[config.mk]
export PLATFORM = sky130hd
export DESIGN_NAME = core_status_option_irq_regs
export DESIGN_NICKNAME = d
export VERILOG_FILES = /design/src/design/core_regs_pkg.sv /design/src/design/core_status_option_irq_regs.sv
export VERILOG_INCLUDE_DIRS = /design/src /design/src/design
export SDC_FILE = /design/constraint.sdc
export NUM_CORES = 1
export LEC_CHECK = 0
export CORE_ASPECT_RATIO = 0.7
export CORE_MARGIN = 2
export CORE_UTILIZATION = 62
export CTS_CLUSTER_SIZE = 30
export DETAILED_ROUTE_END_ITERATION = 10
export DONT_BUFFER_PORTS = 1
export GPL_TIMING_DRIVEN = 0
export PLACE_DENSITY = 0.78
export SLEW_MARGIN = 20
export SYNTH_ARGS = -nofsm -noshare
export SYNTH_HDL_FRONTEND = slang
export SYNTH_SLANG_ARGS = --single-unit
[constraint.sdc]
create_clock -name sys_clk_in -period 3.2 [get_ports sys_clk_in]
set_input_delay 0.32 -clock sys_clk_in [delete_from_list [all_inputs] [get_ports sys_clk_in]]
set_output_delay 0.32 -clock sys_clk_in [all_outputs]
set_load 0.005 [all_outputs]
[src/design/core_regs_cfg.svh]
// Register offsets, bit positions and reset values of the core register group
`ifndef CORE_REGS_CFG_SVH
`define CORE_REGS_CFG_SVH
`define OFS_STATUS   8'h03
`define OFS_INTCTL   8'h0b
`define OFS_OPTION   8'h81
`define OFS_PIEMASK  8'h8c
`define OFS_PINCHG   8'h96
`define OFS_STATUS_B 8'h83
`define OFS_INTCTL_B 8'h8b
`define RST_OPTION   8'hff
`define RST_INTCTL   8'h00
`define RST_PIEMASK  8'h00
`define RST_PINCHG   8'h00
`define PIEMASK_IMPL 8'hc9
`define ST_BANK      5
`define ST_TO        4
`define ST_PD        3
`define ST_Z         2
`define ST_DC        1
`define ST_C         0
`define IC_GIE       7
`define IC_PERIPHERAL_IRQ_GATE      6
`define IC_TIMER0_IRQ_ENABLE      5
`define IC_EXT_IRQ_ENABLE      4
`define IC_PORT_CHANGE_IRQ_ENABLE      3
`define IC_TIMER0_OVERFLOW_FLAG      2
`define IC_EXT_IRQ_FLAG      1
`define IC_PORT_CHANGE_FLAG      0
`define OP_PUDIS     7
`define OP_EDGE      6
`define OP_T0SRC     5
`define OP_T0EDGE    4
`define OP_PSA       3
`endif

[src/design/core_regs_pkg.sv]
// Types shared by the core register group
package core_regs_pkg;
	// ALU result report from the core datapath
	typedef struct packed {
		logic       valid;     // One-cycle strobe: an instruction finished
		logic       upd_z;     // Instruction affects the zero flag
		logic       upd_arith; // Add/subtract: half-carry and carry affected
		logic       upd_rot;   // Rotate through carry
		logic [7:0] result;    // Operation result
		logic       dc;        // Carry out of bit 3
		logic       c;         // Carry out of bit 7
		logic       rot_out;   // Bit shifted out by a rotate
	} alu_report_t;
	// Register bus request
	typedef struct packed {
		logic       wr;
		logic       rd;
		logic [7:0] addr;
		logic [7:0] wdata;
	} reg_req_t;
endpackage

[src/design/core_status_option_irq_regs.sv]
// Core status, option and interrupt control registers of a small 8-bit controller
//
// Behaviour
// ALU flag writes to status yield to result
// Software cannot write timeout or powerdown flags
// Status bit 5 selects direct bank
// Timeout flag set by power-up/clear/sleep, cleared by timeout
// Powerdown flag set by power-up/clear, cleared by sleep
// Zero flag follows result equal zero
// Half-carry captures bit-3 carry out
// Carry captures bit-7 carry out
// Rotates load carry with shifted-out bit
// Option bit 7 disables all pull-ups
// Option bit 6 picks external interrupt edge
// Option bit 5 picks timer0 clock source
// Option bit 4 picks timer0 pin edge
// Option bit 3 gives prescaler to watchdog
// Rate field sets prescaler division
// Flags set regardless of enables
// Global enable gates all interrupts
// Peripheral gate enables peripheral interrupts
// Port-change needs per-pin enable too
// Timer0 overflow flag sticky until cleared
// Pin edge and port change set flags
// Peripheral mask layout, unused bits zero
// Request equals gated OR of enabled flags
//
// Strobed register access is this design's own decision.
`include "core_regs_cfg.svh"

module core_status_option_irq_regs #(
	parameter int PORT_W = 6 // Port A width watched for change
) (
	input  wire logic                       sys_clk_in,
	input  wire logic                       rst_b_in,          // Synchronous, active low
	input  wire logic                       por_in,            // Power-up reset (same clock)
	input  wire core_regs_pkg::reg_req_t    req_in,            // Register bus request
	input  wire core_regs_pkg::alu_report_t alu_in,            // ALU report
	input  wire logic                       wdt_clear_in,      // Watchdog-clear instruction
	input  wire logic                       sleep_in,          // Sleep instruction
	input  wire logic                       wdt_timeout_in,    // Watchdog time-out event
	input  wire logic                       timer0_rollover_in,// Timer0 overflow pulse
	input  wire logic                       ext_irq_pin_in,    // External interrupt pin
	input  wire logic                       timer0_clock_pin_in,// External timer clock pin
	input  wire logic [PORT_W-1:0]          porta_pins_in,     // Port A pins
	input  wire logic [PORT_W-1:0]          pullup_pin_en_in,  // Per-pin pull-up settings
	input  wire logic [7:0]                 periph_flags_in,   // Peripheral flag register
	output logic [7:0]                      rdata_out,
	output logic                            bank_select_out,
	output logic [PORT_W-1:0]               pullup_en_out,
	output logic                            timer0_tick_out,   // Prescaled timer0 count pulse
	output logic                            wdt_tick_out,      // Prescaled watchdog tick
	output logic                            irq_out
);
	// Core register state
	logic [7:0]        status_q;
	logic [7:0]        option_q;
	logic [7:0]        intctl_q;
	logic [7:0]        piemask_q;
	logic [PORT_W-1:0] pinchg_q;   // Per-pin change enables
	logic [7:0]        status_d;
	logic [7:0]        intctl_d;

	// Three-stage synchronisers for pins; stage 1 feeds only stage 2
	logic [PORT_W+1:0] sync1_q;
	logic [PORT_W+1:0] sync2_q;
	logic [PORT_W+1:0] sync3_q;
	logic [PORT_W+1:0] stable_q;   // Last agreed value
	logic [PORT_W+1:0] pin_raw;
	assign pin_raw = {timer0_clock_pin_in, ext_irq_pin_in, porta_pins_in};

	// Agreement of stages 2 and 3 declares a new level
	wire [PORT_W+1:0] agree   = ~(sync2_q ^ sync3_q);
	wire [PORT_W+1:0] changed = agree & (sync3_q ^ stable_q);
	wire [PORT_W+1:0] new_lvl = (sync3_q & agree) | (stable_q & ~agree);

	// Pin synchroniser and level tracker
	always_ff @(posedge sys_clk_in) begin
		sync1_q  <= pin_raw;
		sync2_q  <= sync1_q;
		sync3_q  <= sync2_q;
		stable_q <= new_lvl;
	end

	// Events from the pins
	wire ext_rise  = changed[PORT_W] & sync3_q[PORT_W];
	wire ext_fall  = changed[PORT_W] & ~sync3_q[PORT_W];
	wire ext_event = option_q[`OP_EDGE] ? ext_rise : ext_fall;
	wire t0p_rise  = changed[PORT_W+1] & sync3_q[PORT_W+1];
	wire t0p_fall  = changed[PORT_W+1] & ~sync3_q[PORT_W+1];
	wire t0p_event = option_q[`OP_T0EDGE] ? t0p_fall : t0p_rise;
	wire port_event = |changed[PORT_W-1:0];

	// Instruction-cycle clock: one enable every fourth system clock
	logic [1:0] icyc_q;
	wire        icyc_tick = (icyc_q == 2'h3);
	always_ff @(posedge sys_clk_in) begin
		if (!rst_b_in) begin
			icyc_q <= 2'h0;
		end else begin
			icyc_q <= icyc_q + 2'h1;
		end
	end

	// Timer0 source and shared prescaler
	wire t0_src  = option_q[`OP_T0SRC] ? t0p_event : icyc_tick;
	wire to_wdt  = option_q[`OP_PSA];
	wire pre_in  = to_wdt ? icyc_tick : t0_src;
	logic [7:0] pre_q;
	wire [7:0] pre_nx = pre_q + 8'h01;
	// Division: timer0 2^(code+1), watchdog 2^code
	wire [3:0] shift = to_wdt ? {1'b0, option_q[2:0]} : ({1'b0, option_q[2:0]} + 4'h1);
	wire [8:0] span_mask = (9'h001 << shift) - 9'h001;
	wire pre_wrap = pre_in & ((pre_nx & span_mask[7:0]) == 8'h00);
	wire pre_out  = (shift == 4'h0) ? pre_in : pre_wrap;

	// Prescaler counter; a write to option restarts it
	always_ff @(posedge sys_clk_in) begin
		if (!rst_b_in || (req_in.wr && req_in.addr == `OFS_OPTION)) begin
			pre_q <= 8'h00;
		end else if (pre_in) begin
			pre_q <= pre_nx;
		end
	end

	// Tick outputs: unprescaled timer0 while watchdog owns prescaler
	always_ff @(posedge sys_clk_in) begin
		if (!rst_b_in) begin
			timer0_tick_out <= 1'b0;
			wdt_tick_out    <= 1'b0;
		end else begin
			timer0_tick_out <= to_wdt ? t0_src : pre_out;
			wdt_tick_out    <= to_wdt ? pre_out : icyc_tick;
		end
	end

	// Address decode; status and interrupt control mirror into bank 1
	wire sel_status = (req_in.addr == `OFS_STATUS) || (req_in.addr == `OFS_STATUS_B);
	wire sel_intctl = (req_in.addr == `OFS_INTCTL) || (req_in.addr == `OFS_INTCTL_B);
	wire sel_option = (req_in.addr == `OFS_OPTION);
	wire sel_pie    = (req_in.addr == `OFS_PIEMASK);
	wire sel_pinchg = (req_in.addr == `OFS_PINCHG);
	wire wr_status  = req_in.wr & sel_status;
	wire wr_intctl  = req_in.wr & sel_intctl;

	// Status next value: software first, then hardware overrides
	always_comb begin
		status_d = status_q;
		if (wr_status) begin
			// Reserved bits stay clear; timeout and powerdown not writable
			status_d[`ST_BANK] = req_in.wdata[`ST_BANK];
			status_d[2:0]      = req_in.wdata[2:0];
		end
		if (alu_in.valid && alu_in.upd_z) begin
			status_d[`ST_Z] = (alu_in.result == 8'h00);
		end
		if (alu_in.valid && alu_in.upd_arith) begin
			status_d[`ST_DC] = alu_in.dc;
			status_d[`ST_C]  = alu_in.c;
		end
		if (alu_in.valid && alu_in.upd_rot) begin
			status_d[`ST_C] = alu_in.rot_out;
		end
		// Reset-cause flags move only on hardware events
		if (wdt_clear_in) begin
			status_d[`ST_TO] = 1'b1;
			status_d[`ST_PD] = 1'b1;
		end else if (sleep_in) begin
			status_d[`ST_TO] = 1'b1;
			status_d[`ST_PD] = 1'b0;
		end
		if (wdt_timeout_in) begin
			status_d[`ST_TO] = 1'b0;
		end
	end

	// Interrupt control next value; hardware set wins over software clear
	always_comb begin
		intctl_d = intctl_q;
		if (wr_intctl) begin
			intctl_d = req_in.wdata;
		end
		if (timer0_rollover_in) begin
			intctl_d[`IC_TIMER0_OVERFLOW_FLAG] = 1'b1;
		end
		if (ext_event) begin
			intctl_d[`IC_EXT_IRQ_FLAG] = 1'b1;
		end
		if (|(changed[PORT_W-1:0] & pinchg_q)) begin
			intctl_d[`IC_PORT_CHANGE_FLAG] = 1'b1;
		end
	end

	// Register file; status keeps its timeout/powerdown across non-power resets
	always_ff @(posedge sys_clk_in) begin
		if (!rst_b_in) begin
			status_q  <= {3'h0, status_q[`ST_TO], status_q[`ST_PD], status_q[2:0]};
			option_q  <= `RST_OPTION;
			intctl_q  <= `RST_INTCTL;
			piemask_q <= `RST_PIEMASK;
			pinchg_q  <= PORT_W'(`RST_PINCHG);
			if (por_in) begin
				status_q <= 8'h18; // Power-up: timeout and powerdown read 1
			end
		end else begin
			status_q <= status_d;
			intctl_q <= intctl_d;
			if (por_in) begin
				status_q[`ST_TO] <= 1'b1;
				status_q[`ST_PD] <= 1'b1;
			end
			if (req_in.wr && sel_option) begin
				option_q <= req_in.wdata;
			end
			if (req_in.wr && sel_pie) begin
				piemask_q <= req_in.wdata & `PIEMASK_IMPL;
			end
			if (req_in.wr && sel_pinchg) begin
				pinchg_q <= req_in.wdata[PORT_W-1:0];
			end
		end
	end

	// Interrupt request terms
	wire core_term = (intctl_q[`IC_TIMER0_IRQ_ENABLE] & intctl_q[`IC_TIMER0_OVERFLOW_FLAG])
		| (intctl_q[`IC_EXT_IRQ_ENABLE] & intctl_q[`IC_EXT_IRQ_FLAG])
		| (intctl_q[`IC_PORT_CHANGE_IRQ_ENABLE] & intctl_q[`IC_PORT_CHANGE_FLAG]);
	wire per_term  = intctl_q[`IC_PERIPHERAL_IRQ_GATE] & |(piemask_q & periph_flags_in);
	wire irq_d     = intctl_q[`IC_GIE] & (core_term | per_term);

	// Read mux; unmapped addresses read zero
	wire [7:0] rd_mux = sel_status ? status_q
		: sel_intctl ? intctl_q
		: sel_option ? option_q
		: sel_pie    ? piemask_q
		: sel_pinchg ? {{(8-PORT_W){1'b0}}, pinchg_q}
		: 8'h00;

	// Pull-up disable taken from the live option register
	wire option_d_pud = option_q[`OP_PUDIS];

	// Registered outputs
	always_ff @(posedge sys_clk_in) begin
		if (!rst_b_in) begin
			rdata_out       <= 8'h00;
			bank_select_out <= 1'b0;
			pullup_en_out   <= '0;
			irq_out         <= 1'b0;
		end else begin
			rdata_out       <= req_in.rd ? rd_mux : 8'h00;
			bank_select_out <= status_d[`ST_BANK];
			pullup_en_out   <= option_d_pud ? '0 : pullup_pin_en_in;
			irq_out         <= irq_d;
		end
	end
endmodule

[Word level (Yosys, flattened, before mapping)]
Cells that the tools add are included.
Word-level totals
  flip-flop bits (word level): 92
  latch bits: 0
  memory bits (writable): 0
  bits in read-only memories: 0
  output and inout port bits: 18
  word-level logic and storage cells: 126
  memories kept: 0
Operators by class
  $add $sub $neg: 4
  multipliers: 0
  divide/modulo/power cells: 0
  $lt $le $gt $ge: 0
  eq/ne operators: 11
  shift-type cells: 1
  multiplexer cells: 28
  bitwise gates (word level): 29
  reductions and logical operators: 28
Operators by type and width (count)
  8-bit bitwise AND: 5
  8-bit equality test (second input constant): 5
  8-bit 2-to-1 mux: 4
  8-bit zero test: 2
  8-bit inverter: 2
  8-bit bitwise XOR: 2
  1-bit 2-to-1 mux: 14
  1-bit bitwise AND: 12
  6-bit 2-to-1 mux: 2
  2-bit AND reduction: 6
  8-bit by 1-bit adder with 8-bit output (second input constant): 1
  8-bit by 2-bit equality test with 1-bit output (second input constant): 1
  8-bit by 4-bit equality test with 1-bit output (second input constant): 1
  2-bit 2-to-1 mux: 4
  8-bit bitwise OR: 1
  2-bit nonzero test: 4
  8-bit OR reduction: 1
  1-bit by 4-bit << shifter with 8-bit output (first input constant): 1
  8-bit by 1-bit subtractor with 8-bit output (second input constant): 1
  6-bit bitwise AND: 1
  1-bit logical AND: 6
  3-bit 2-to-1 mux: 2
  3-bit by 1-bit inequality test with 1-bit output (second input constant): 2
  6-bit OR reduction: 1
  14 further kinds: 20

[Logic depth before layout (Yosys ltp)]
Gate-level depths: netlist of run 1.
  word-level depth: 10
  mapped depth: 11
  depth with buffers taken out: 10

[Worst setup path before layout of run 1]
OpenSTA, ideal clock, no wires.
  kind: register to register
  from: register option_q[0]
  to: register timer0_tick_out
  setup time: 0.074 ns
  data arrival time: 2.118 ns
  data required time: 3.126 ns
  setup slack: 1.008 ns
  cell stages (with the launch flop): 12
  buffers on the path: 1
  clock period less this slack: 2.192 ns
  cell sequence: dfxtp_1 > ha_1 > buf_2 > and3b_1 > o211ai_1 > o31a_1 > ha_1 > o41ai_1 > a211o_1 > o211ai_1 > nand4_1 > a31oi_1
On the way
  cells in the longest elaborated chain, start to end: 9
Ends and longest elaborated chain
  from (decl): line core_status_option_irq_regs.sv:57  | logic [7:0] option_q;
  from (signal assigned): line core_status_option_irq_regs.sv:198  | option_q <= `RST_OPTION;
  from (signal assigned): line core_status_option_irq_regs.sv:213  | option_q <= req_in.wdata;
  3-bit by 1-bit adder with 4-bit output: line core_status_option_irq_regs.sv:112  | wire [3:0] shift = to_wdt ? {1'b0, option_q[2:0]} : ({1'b0, option_q[2:0]} + 4'h1);
  4-bit 2-to-1 mux (*): line core_status_option_irq_regs.sv:112
  1-bit by 4-bit << shifter with 8-bit output: line core_status_option_irq_regs.sv:113  | wire [8:0] span_mask = (9'h001 << shift) - 9'h001;
  8-bit by 1-bit subtractor with 8-bit output: line core_status_option_irq_regs.sv:113
  8-bit bitwise AND: line core_status_option_irq_regs.sv:114  | wire pre_wrap = pre_in & ((pre_nx & span_mask[7:0]) == 8'h00);
  8-bit zero test: line core_status_option_irq_regs.sv:114
  1-bit bitwise AND: line core_status_option_irq_regs.sv:114
  1-bit 2-to-1 mux (*): line core_status_option_irq_regs.sv:115  | wire pre_out = (shift == 4'h0) ? pre_in : pre_wrap;
  1-bit 2-to-1 mux (*): line core_status_option_irq_regs.sv:132  | timer0_tick_out <= to_wdt ? t0_src : pre_out;
  to (signal assigned): line core_status_option_irq_regs.sv:132
  to (decl): line core_status_option_irq_regs.sv:51  | output logic timer0_tick_out,
Mark *: on every way between the ends. The rest lies on a longest branch, timed or not.
A chain may end at the register's enable or synchronous reset.

[Final worst setup path of run 1]
  from: register option_q[0]
  to: register wdt_tick_out
On the way
  cells in the longest elaborated chain, start to end: 9
Ends and longest elaborated chain
  3-bit by 1-bit adder with 4-bit output: line core_status_option_irq_regs.sv:112
  4-bit 2-to-1 mux (*): line core_status_option_irq_regs.sv:112
  1-bit by 4-bit << shifter with 8-bit output: line core_status_option_irq_regs.sv:113
  8-bit by 1-bit subtractor with 8-bit output: line core_status_option_irq_regs.sv:113
  8-bit bitwise AND: line core_status_option_irq_regs.sv:114
  8-bit zero test: line core_status_option_irq_regs.sv:114
  1-bit bitwise AND: line core_status_option_irq_regs.sv:114
  1-bit 2-to-1 mux (*): line core_status_option_irq_regs.sv:115
  1-bit 2-to-1 mux (*): line core_status_option_irq_regs.sv:133  | wdt_tick_out <= to_wdt ? pre_out : icyc_tick;
  to (signal assigned): line core_status_option_irq_regs.sv:133
  to (decl): line core_status_option_irq_regs.sv:52  | output logic wdt_tick_out,
Marks and branches as above.

==> results of run 1 <==
-- flip-flops by register name, summed over array words and instances (netlist names), named ones only --
signal / cells
icyc_q: 2
intctl_q: 8
irq_out: 1
option_q: 8
piemask_q: 4
pinchg_q: 6
pre_q: 8
pullup_en_out: 6
rdata_out: 8
status_q: 6
sync1_q: 8
sync2_q: 8
sync3_q: 8
timer0_tick_out: 1
wdt_tick_out: 1
-- final cells by class --
type	instances	area, um2
inverters	11	41.3
plain buffers	15	82.6
well taps	78	97.6
repair buffers	8	80.1
clock buffers	9	124
fillers	490	1860
multi-input cells	303	1800
clock inverters	7	82.6
flip-flops and latches	91	1950
-- per-layer routing --
metal | part of all wire [%] | track usage [%]
met5 | 0 | 0
met1 | 46 | 36.9
met2 | 42 | 37.4
met4 | 1.5 | 6.54
met3 | 11 | 9.11
-- critical path: cells and delay by family (launching register included) --
family | cells | cell delay [ps]
flip-flops | 1 | 350
AO/OA/AOI/OAI | 4 | 940
AND/OR/NAND/NOR | 3 | 590
adder cells (fa/ha/maj) | 2 | 640
-- cells by family (layout without fill, tap and decap cells) --
logic type,count (synthesis),in the layout
compound gates,92,92
xor+xnor,20,20
fa+ha+maj,4,4
buf+inv,26,50
flops,91,91
mux,10,10
simple gates,177,177
-- how the worst max path moves through the flow --
stage | startpoint | endpoint | slack [ps] | cells past startpoint
final | option_q[0] | wdt_tick_out | 610 | 9
after CTS | option_q[0] | wdt_tick_out | 710 | 9
after global routing | option_q[0] | timer0_tick_out | 460 | 9
after floorplan | option_q[0] | timer0_tick_out | 1010 | 11
after detailed placement | option_q[0] | wdt_tick_out | 770 | 9
after global placement | option_q[0] | wdt_tick_out | 730 | 9
-- synth_stat cells, drive strengths merged (2+ instances only) --
cell    instances
xor2           11
or4bb           2
nor2           32
edfxtp         13
o211ai          8
nand2b          9
nand4           3
xnor2           9
ha              4
a221oi          3
or3b            2
nor4            3
nor2b           4
and2           10
buf             7
or3             4
or2             2
a22o            7
a31oi           7
nand2          68
clkbuf          8
mux2i           9
a22oi           5
o21ai          16
inv            10
dfxtp          78
a21oi          33
nand3          26
a211oi          2
nor3            4
-- power groups by stage --
stage / logic (mW) / clock network (mW) / registers (mW)
finish: 0.0880 / 0.798 / 1.22
floorplan: 0.0624 / 0 / 1.24
detailed placement: 0.0783 / 0 / 1.25
global placement: 0.0762 / 0 / 1.25
CTS: 0.0873 / 0.814 / 1.22
global route: 0.0977 / 0.855 / 1.23
-- timing repair --
item                                    in CTS  in global routing
endpoints found under the hold margin        8                  0
hold buffers                                 8                  0
endpoints found under the setup margin       0                  0
-- per-stage QoR --
step	total power, mW	worst slack [ps]
6_report	2.11	605
5_1_grt	2.18	458
4_1_cts	2.12	706
3_5_place_dp	1.33	767
3_3_place_gp	1.32	728
2_1_floorplan	1.30	1010
==> flow_summary.yaml, run 1 <==
die:
  core.rowCount: 24
  fp.coreArea_um2: 6130
  fp.dieW_um: 98.6
  dieArea_um2: 6920
  ioPinCount: 80
  initial_core_util_pct: 63.3
  die_h_um: 70.2
power_and_ir_drop:
  peakVddDrop_mv: 0.332
  p_switching_mw: 0.495
  power_frac_seq_pct: 57.9
  p_int_mw: 1.61
  pwr-share-clk_pct: 37.9
  combPwrFrac_pct: 4.2
  power_leakage_nw: 1.58
  pwr_density_cell_nw_per_um2: 494
  swShare_pct: 23.5
min_path:
  worstHoldEndpoint: "pullup_en_out[3]"
  hold_path_class: "primary input to flip-flop"
  min_from: "pullup_pin_en_in[3]"
  min_path_cells: 1
sta:
  tns_ps: 0
  final-hold-violation-count: 0
  hold-worst-slack_ps: 74.5
  finalCritPeriodShare_pct: 81.1
  rsz0062_at_grt: "no"
  finalMaxSlewViolations: 0
  finalClockSkew_ps: 6.10
  setup_viol: 0
  max_freq_mhz: 385
  min_period_ps: 2590
  relSlewSlack_pct: 52.3
  worst_pin_slew_ps: 711
critical_path:
  r2r_setup_slack_ps: 610
  r2r_start: "option_q[0]"
  cp_max_fo: 6
  cpPeakStageDelay_ps: 420
  end_kind: "flip-flop"
  r2r-end: "wdt_tick_out"
  cp.arrival_ps: 2890
  crit_type: "flip-flop to flip-flop"
  cpMostUsedCell: "ha_1"
  slowest_stage: "a2111oi_0"
  start_kind: "flip-flop"
  rr_worst_depth: 9
  cp.required_ps: 3490
  worstPathCellList: "ha_1 > nor2_1 > o211ai_1 > o31a_1 > ha_1 > and4_1 > a2111oi_0 > nand4_1 > a31oi_1"
final_layout:
  layout.nets: 505
  drive_gt1_share_pct: 7.66
  area_growth_pct: 9.90
  layout_common_cells: "78 x dfxtp_1, 67 x nand2_1, 32 x a21oi_1"
  final_cell_area_um2: 4260
  layout.cells.non_filler: 522
  diodes: 0
  postLayoutCoreUtil_pct: 69.6
  layout_commonest_cell: "dfxtp_1"
place:
  dpl_cell_area_um2: 3980
  routabilityCongestion: 0.875
  io_buffers: 0
  placed_cells: 498
  dp.final_hpwl_um: 6370
synthesis:
  yosysUniqueCellTypes: 63
  synth_xor_area_share_pct: 4.51
  yosys.area_share.simple_pct: 22.6
  yosysSeqAreaShare_pct: 50.3
  synthArstFlopShare_pct: 0
  synthesis.area_um2: 3880
  synth_top_family_by_area: "simple AND/OR/NAND/NOR gates"
  synth_compound_area_share_pct: 15.4
  postSynthCellCount: 420
  syn_area_per_cell_um2: 9.24
  synth-seq-cells: 91
  synthAdderAreaFrac_pct: 1.29
  yosys.area.top_type_share_pct: 40.2
  ys_warn_count: 0
  synth_edf_count: 13
  synth.net_count: 486
  synth.area.mux_share_pct: 2.61
  ys_dominant_reg_cell: "dfxtp_1"
  synthTopCellsByArea: "dfxtp_1 40%, edfxtp_1 10%, nand2_1 6.5%"
  yosys.area.top_type: "dfxtp_1"
status:
  status: "finished, final reports clean"
clock_tree:
  post_cts_buffers: 0
  htreeDepth: 3
  worstSkewPairLatency_ps: 360
  numCtsBuffers: 9
  clockBufferDepth: 2
  cts_num_sinks: 91
  clockRootBuffer: "clkbuf_8"
  cts_resized: 0
  cts_tree: "built"
  clkTransAtPathRegs_ps: 90
routing:
  drc: 0
  drt_pre_antenna_iters: 7
  routedWlPerCell_um: 16.5
  via_per_inst: 6.02
  dr_total_vias: 3142
  routed_wl_um: 8600
  drt_iter0_markers: 267
  detail-route-antenna-nets: 0
global_route:
  antenna_found_initial: 0
  first_global_vias: 2815
  grt_max_degree: 18
  grt_pass1_wl_um: 13800
  track_usage_pct: 25.8
  grt_overflow: 0
job:
  drv_cap: 0
Note: power is estimated with default switching activity, not from simulation.
==> run 2, diff against run 1 <==
==> constraint.sdc (replaced) <==
create_clock -name sys_clk_in -period 2.59 [get_ports sys_clk_in]
set_input_delay 0.259 -clock sys_clk_in [delete_from_list [all_inputs] [get_ports sys_clk_in]]
set_output_delay 0.259 -clock sys_clk_in [all_outputs]
set_load 0.005 [all_outputs]
==> run 2 against run 1 <==
Combinational power grew 24%. Maximum frequency is 7.1% higher. Wire length up 0.21%. Critical path depth unchanged. Die area unchanged. Global-route usage did not move. Register-to-register slack lost 440 ps. Sequential power rose by 24%. Core utilization grew 0.18 points. Critical path type unchanged.
==> flow_summary.yaml, run 2 (synthesis gave the netlist of run 1 again) <==
status:
  status: "finished, final reports clean"
sta:
  worst_pin_slew_ps: 687
  tns_ps: 0
  min_period_ps: 2420
  finalClockSkew_ps: 5.82
  final-hold-violation-count: 0
  finalMaxSlewViolations: 0
  setup_viol: 0
  rsz0062_at_grt: "no"
  max_freq_mhz: 413
  relSlewSlack_pct: 53.9
  finalCritPeriodShare_pct: 93.6
global_route:
  first_global_vias: 2815
  antenna_found_initial: 0
  grt_max_degree: 18
  grt_pass1_wl_um: 13800
  track_usage_pct: 25.8
  grt_overflow: 0
critical_path:
  critical-path-top-delay-family: "compound AO/OA/AOI/OAI gates"
  worst-path-stages: 9
  cp-startpoint: "option_q[0]"
  crit_type: "flip-flop to flip-flop"
  r2r-end: "wdt_tick_out"
  r2r_setup_slack_ps: 170
  start_kind: "flip-flop"
  worstPathCellList: "ha_1 > nor2_1 > o211ai_1 > o31a_1 > ha_2 > and4_1 > a2111oi_1 > nand4_1 > a31oi_1"
  end_kind: "flip-flop"
  slowest_stage: "ha_1"
  cp.required_ps: 2880
  cp.arrival_ps: 2720
  crit_buf_inv: 0
  cpPeakStageDelay_ps: 380
  rr_worst_depth: 9
  cp_max_fo: 6
  r2r_start: "option_q[0]"
  worstSetupEndpoint: "wdt_tick_out"
power_and_ir_drop:
  power_leakage_nw: 1.58
  peakVddDrop_mv: 0.411
  pwr_density_cell_nw_per_um2: 610
clock_tree:
  htreeDepth: 3
  cts_tree: "built"
  clockRootBuffer: "clkbuf_8"
  clkTransAtPathRegs_ps: 90
  worstSkewPairLatency_ps: 360
  clockBufferDepth: 2
  cts_num_sinks: 91
  numCtsBuffers: 9
final_layout:
  layout.nets: 506
  layout_common_cells: "78 x dfxtp_1, 67 x nand2_1, 32 x a21oi_1"
  drive_gt1_share_pct: 8.09
  area_growth_pct: 10.2
  postLayoutCoreUtil_pct: 69.8
  layout.cells.non_filler: 523
  diodes: 0
  layout_commonest_cell: "dfxtp_1"
  fillCellCount: 490
job:
  drv_cap: 0
place:
  routabilityCongestion: 0.875
  placed_cells: 498
  io_buffers: 0
  dp.final_hpwl_um: 6370
routing:
  dr_total_vias: 3154
  routedWlPerCell_um: 16.5
  detail-route-antenna-nets: 0
  drt_iter0_markers: 224
  drt_pre_antenna_iters: 5
  via_per_inst: 6.03
  drc: 0
  routed_wl_um: 8620
die:
  core.rowCount: 24
  dieArea_um2: 6920
  ioPinCount: 80
  fp.coreArea_um2: 6130
  fp.dieW_um: 98.6
  die_h_um: 70.2
  initial_core_util_pct: 63.3
min_path:
  hold_path_class: "primary input to flip-flop"
  min_path_cells: 1
## run 2: stage by stage
stage / hold WS (ps) / power [mW] / cell area [um2] / setup slack (ps)
floorplan: 287 / 1.61 / 3880 / 398
global placement: 287 / 1.63 / 3980 / 118
detailed placement: 287 / 1.64 / 3980 / 157
CTS: 2.82 / 2.62 / 4260 / 96.1
global route: 4.94 / 2.69 / 4280 / 28.6
finish: 12.8 / 2.61 / 4280 / 167
## run 2: per-layer routing
layer	up-vias	global-route usage, %	wire length, um
met5	-	0	0
met4	0	6.54	168
met3	20	9.11	907
met2	178	37.4	3560
met1	1430	36.9	3980
li1	1526	-	-
## run 2: how the worst min path moves through the flow
stage	start	endpoint	slack (ps)
2_1_floorplan	porta_pins_in[0]	sync1_q[0]	290
6_report	pullup_pin_en_in[3]	pullup_en_out[3]	10
3_3_place_gp	ext_irq_pin_in	sync1_q[6]	290
3_5_place_dp	porta_pins_in[5]	sync1_q[5]	290
5_1_grt	pullup_pin_en_in[3]	pullup_en_out[3]	5
4_1_cts	pullup_pin_en_in[2]	pullup_en_out[2]	3
## run 2: timing repair
action	4_1_cts	5_1_grt
setup endpoints to repair	0	2
hold endpoints to repair	8	0
buffers inserted	0	1
hold buffers	8	0
gates resized for setup	0	2
## run 2: power by group
group	internal, mW	total, mW	switching [mW]
combinational	0.0480	0.109	0.0611
sequential	1.48	1.51	0.0282
clock	0.464	0.989	0.525
## run 2: cell type report
| type | count | area, um2 | share of cell area, % |
|---|---|---|---|
| repair buffers | 9 | 87.6 | 2.05 |
| inverters | 11 | 41.3 | 0.966 |
| clock buffers | 9 | 124 | 2.90 |
| flip-flops and latches | 91 | 1950 | 45.7 |
| multi-input cells | 303 | 1810 | 42.3 |
| clock inverters | 7 | 82.6 | 1.93 |
| plain buffers | 15 | 82.6 | 1.93 |
| well taps | 78 | 97.6 | 2.28 |
==> run 3, diff against run 2 <==
--- a/config.mk
+++ b/config.mk
@@ -8,12 +8,13 @@
 export LEC_CHECK = 0
 export CORE_ASPECT_RATIO = 0.7
 export CORE_MARGIN = 2
-export CORE_UTILIZATION = 62
+export CORE_UTILIZATION = 55
 export CTS_CLUSTER_SIZE = 30
 export DETAILED_ROUTE_END_ITERATION = 10
 export DONT_BUFFER_PORTS = 1
 export GPL_TIMING_DRIVEN = 0
-export PLACE_DENSITY = 0.78
+export PLACE_DENSITY = 0.7
+export RECOVER_POWER = 100
 export SLEW_MARGIN = 20
 export SYNTH_ARGS = -nofsm -noshare
 export SYNTH_HDL_FRONTEND = slang
==> run 3 against run 2 <==
Sequential cell count unchanged. Cell area increased by 2.2%. Worst setup slack improved by 32 ps. Largest cell class unchanged. Clock skew about the same. Non-clock buffer count increased by 11.
==> flow_summary.yaml, run 3 (synthesis gave the netlist of run 1 again) <==
status:
  status: "finished, final reports clean"
global_route:
  grt_max_degree: 18
  track_usage_pct: 23.4
  first_global_vias: 2714
  antenna_found_initial: 0
  grt_pass1_wl_um: 13900
  grt_overflow: 0
die:
  ioPinCount: 80
  fp.dieW_um: 104
  dieArea_um2: 7750
  initial_core_util_pct: 57.2
  fp.coreArea_um2: 6790
  core.rowCount: 25
  die_h_um: 74.3
critical_path:
  slowest_stage: "dfxtp_2"
  start_kind: "flip-flop"
  cpPeakStageDelay_ps: 350
  end_kind: "flip-flop"
  cp.arrival_ps: 2690
  cp.required_ps: 2890
  cp-startpoint: "option_q[0]"
  crit_buf_inv: 0
  crit_type: "flip-flop to flip-flop"
  cp_max_fo: 9
  r2r_start: "option_q[0]"
  critical-path-top-delay-family: "compound AO/OA/AOI/OAI gates"
  worstPathCellList: "ha_2 > and3b_1 > o211ai_1 > o31a_1 > ha_2 > o41ai_4 > a211o_1 > o211ai_1 > nand4_1 > a31oi_1"
job:
  drv_cap: 0
final_layout:
  layout.cells.non_filler: 550
  layout.nets: 517
  layout_common_cells: "77 x dfxtp_1, 68 x nand2_1, 32 x nor2_1, 32 x a21oi_1, 26 x nand3_1"
  layout_commonest_cell: "dfxtp_1"
  diodes: 0
  area_growth_pct: 12.6
  drive_gt1_share_pct: 7.02
sta:
  relSlewSlack_pct: 24.2
  finalMaxSlewViolations: 0
  final-hold-violation-count: 0
  finalClockSkew_ps: 6.21
  min_period_ps: 2390
  worst_pin_slew_ps: 1130
  tns_ps: 0
  max_freq_mhz: 418
  finalCritPeriodShare_pct: 92.3
  setup_viol: 0
  rsz0062_at_grt: "no"
min_path:
  min_from: "req_in[7]"
  hold_path_class: "primary input to flip-flop"
place:
  routabilityCongestion: 0.901
  io_buffers: 0
  dp.final_hpwl_um: 6350
  placed_cells: 514
power_and_ir_drop:
  power_leakage_nw: 1.62
  pwr_density_cell_nw_per_um2: 584
  peakVddDrop_mv: 0.517
routing:
  routed_wl_um: 8740
  drt_iter0_markers: 232
  routedWlPerCell_um: 15.9
  detail-route-antenna-nets: 0
  drt_pre_antenna_iters: 5
  drc: 0
  dr_total_vias: 3162
  via_per_inst: 5.75
clock_tree:
  clockRootBuffer: "clkbuf_8"
  htreeDepth: 3
  cts_tree: "built"
  clockBufferDepth: 2
  clkTransAtPathRegs_ps: 90
  cts_num_sinks: 91
  worstSkewPairLatency_ps: 370
  numCtsBuffers: 9
-- run 3: per-stage QoR --
| stage | worst slack (ps) | hold slack [ps] | cell area (um2) | total power [mW] | util (%) |
|---|---|---|---|---|---|
| 3_3_place_gp | 48.3 | 287 | 4000 | 1.63 | 58.9 |
| 4_1_cts | 11.8 | 5.51 | 4380 | 2.58 | 64.5 |
| 5_1_grt | 70.1 | 19.8 | 4370 | 2.65 | 64.4 |
| 2_1_floorplan | 398 | 287 | 3880 | 1.61 | - |
| 3_5_place_dp | 50.6 | 287 | 4000 | 1.64 | 58.9 |
| 6_report | 198 | 30.2 | 4370 | 2.55 | 64.4 |
-- run 3: layer usage --
layer	vias to the layer above	share of wire [%]	wire, um	track usage [%]
met5	-	0	0	0
met4	0	0.61	53	6.31
met3	6	8.6	750	7.54
met2	118	43	3730	33.7
met1	1494	48	4200	34.1
li1	1544	-	-	-
-- run 3: where the power goes --
group / total [mW] / internal (mW) / switching, mW
Sequential: 1.51 / 1.48 / 0.0276
Combinational: 0.119 / 0.0580 / 0.0607
Clock: 0.923 / 0.393 / 0.530
Total: 2.55 / 1.93 / 0.618
-- run 3: cell type report --
type                            instances  area [um2]
Inverter                               11        41.3
Buffer                                 14        65.1
Sequential cell                        91        1950
Clock buffer                           10         138
Clock inverter                          6        55.1
Fill cell                             590        2420
Multi-Input combinational cell        303        1790
Tap cell                               94         118
Timing Repair Buffer                   21         205
-- run 3: final timing paths --
path             endpoint  slack (ps)  depth (start not counted)
max          wdt_tick_out         200                         10
max reg2reg  wdt_tick_out         200                         10
min           intctl_q[7]          30                          2
min reg2reg    sync2_q[3]         330                          0
-- run 3: worst reg2reg max path: stages (launching register included) --
cell	delay, ps
dfxtp_2	350
ha_2	240
and3b_1	210
o211ai_1	170
o31a_1	220
ha_2	250
o41ai_4	100
a211o_1	280
o211ai_1	100
nand4_1	190
a31oi_1	210
-- run 3: what timing repair did --
item | CTS | global route
setup endpoints to repair | 0 | 2
hold buffers | 19 | 0
buffers inserted | 0 | 2
gates resized for setup | 0 | 5
endpoints found under the hold margin | 19 | 0
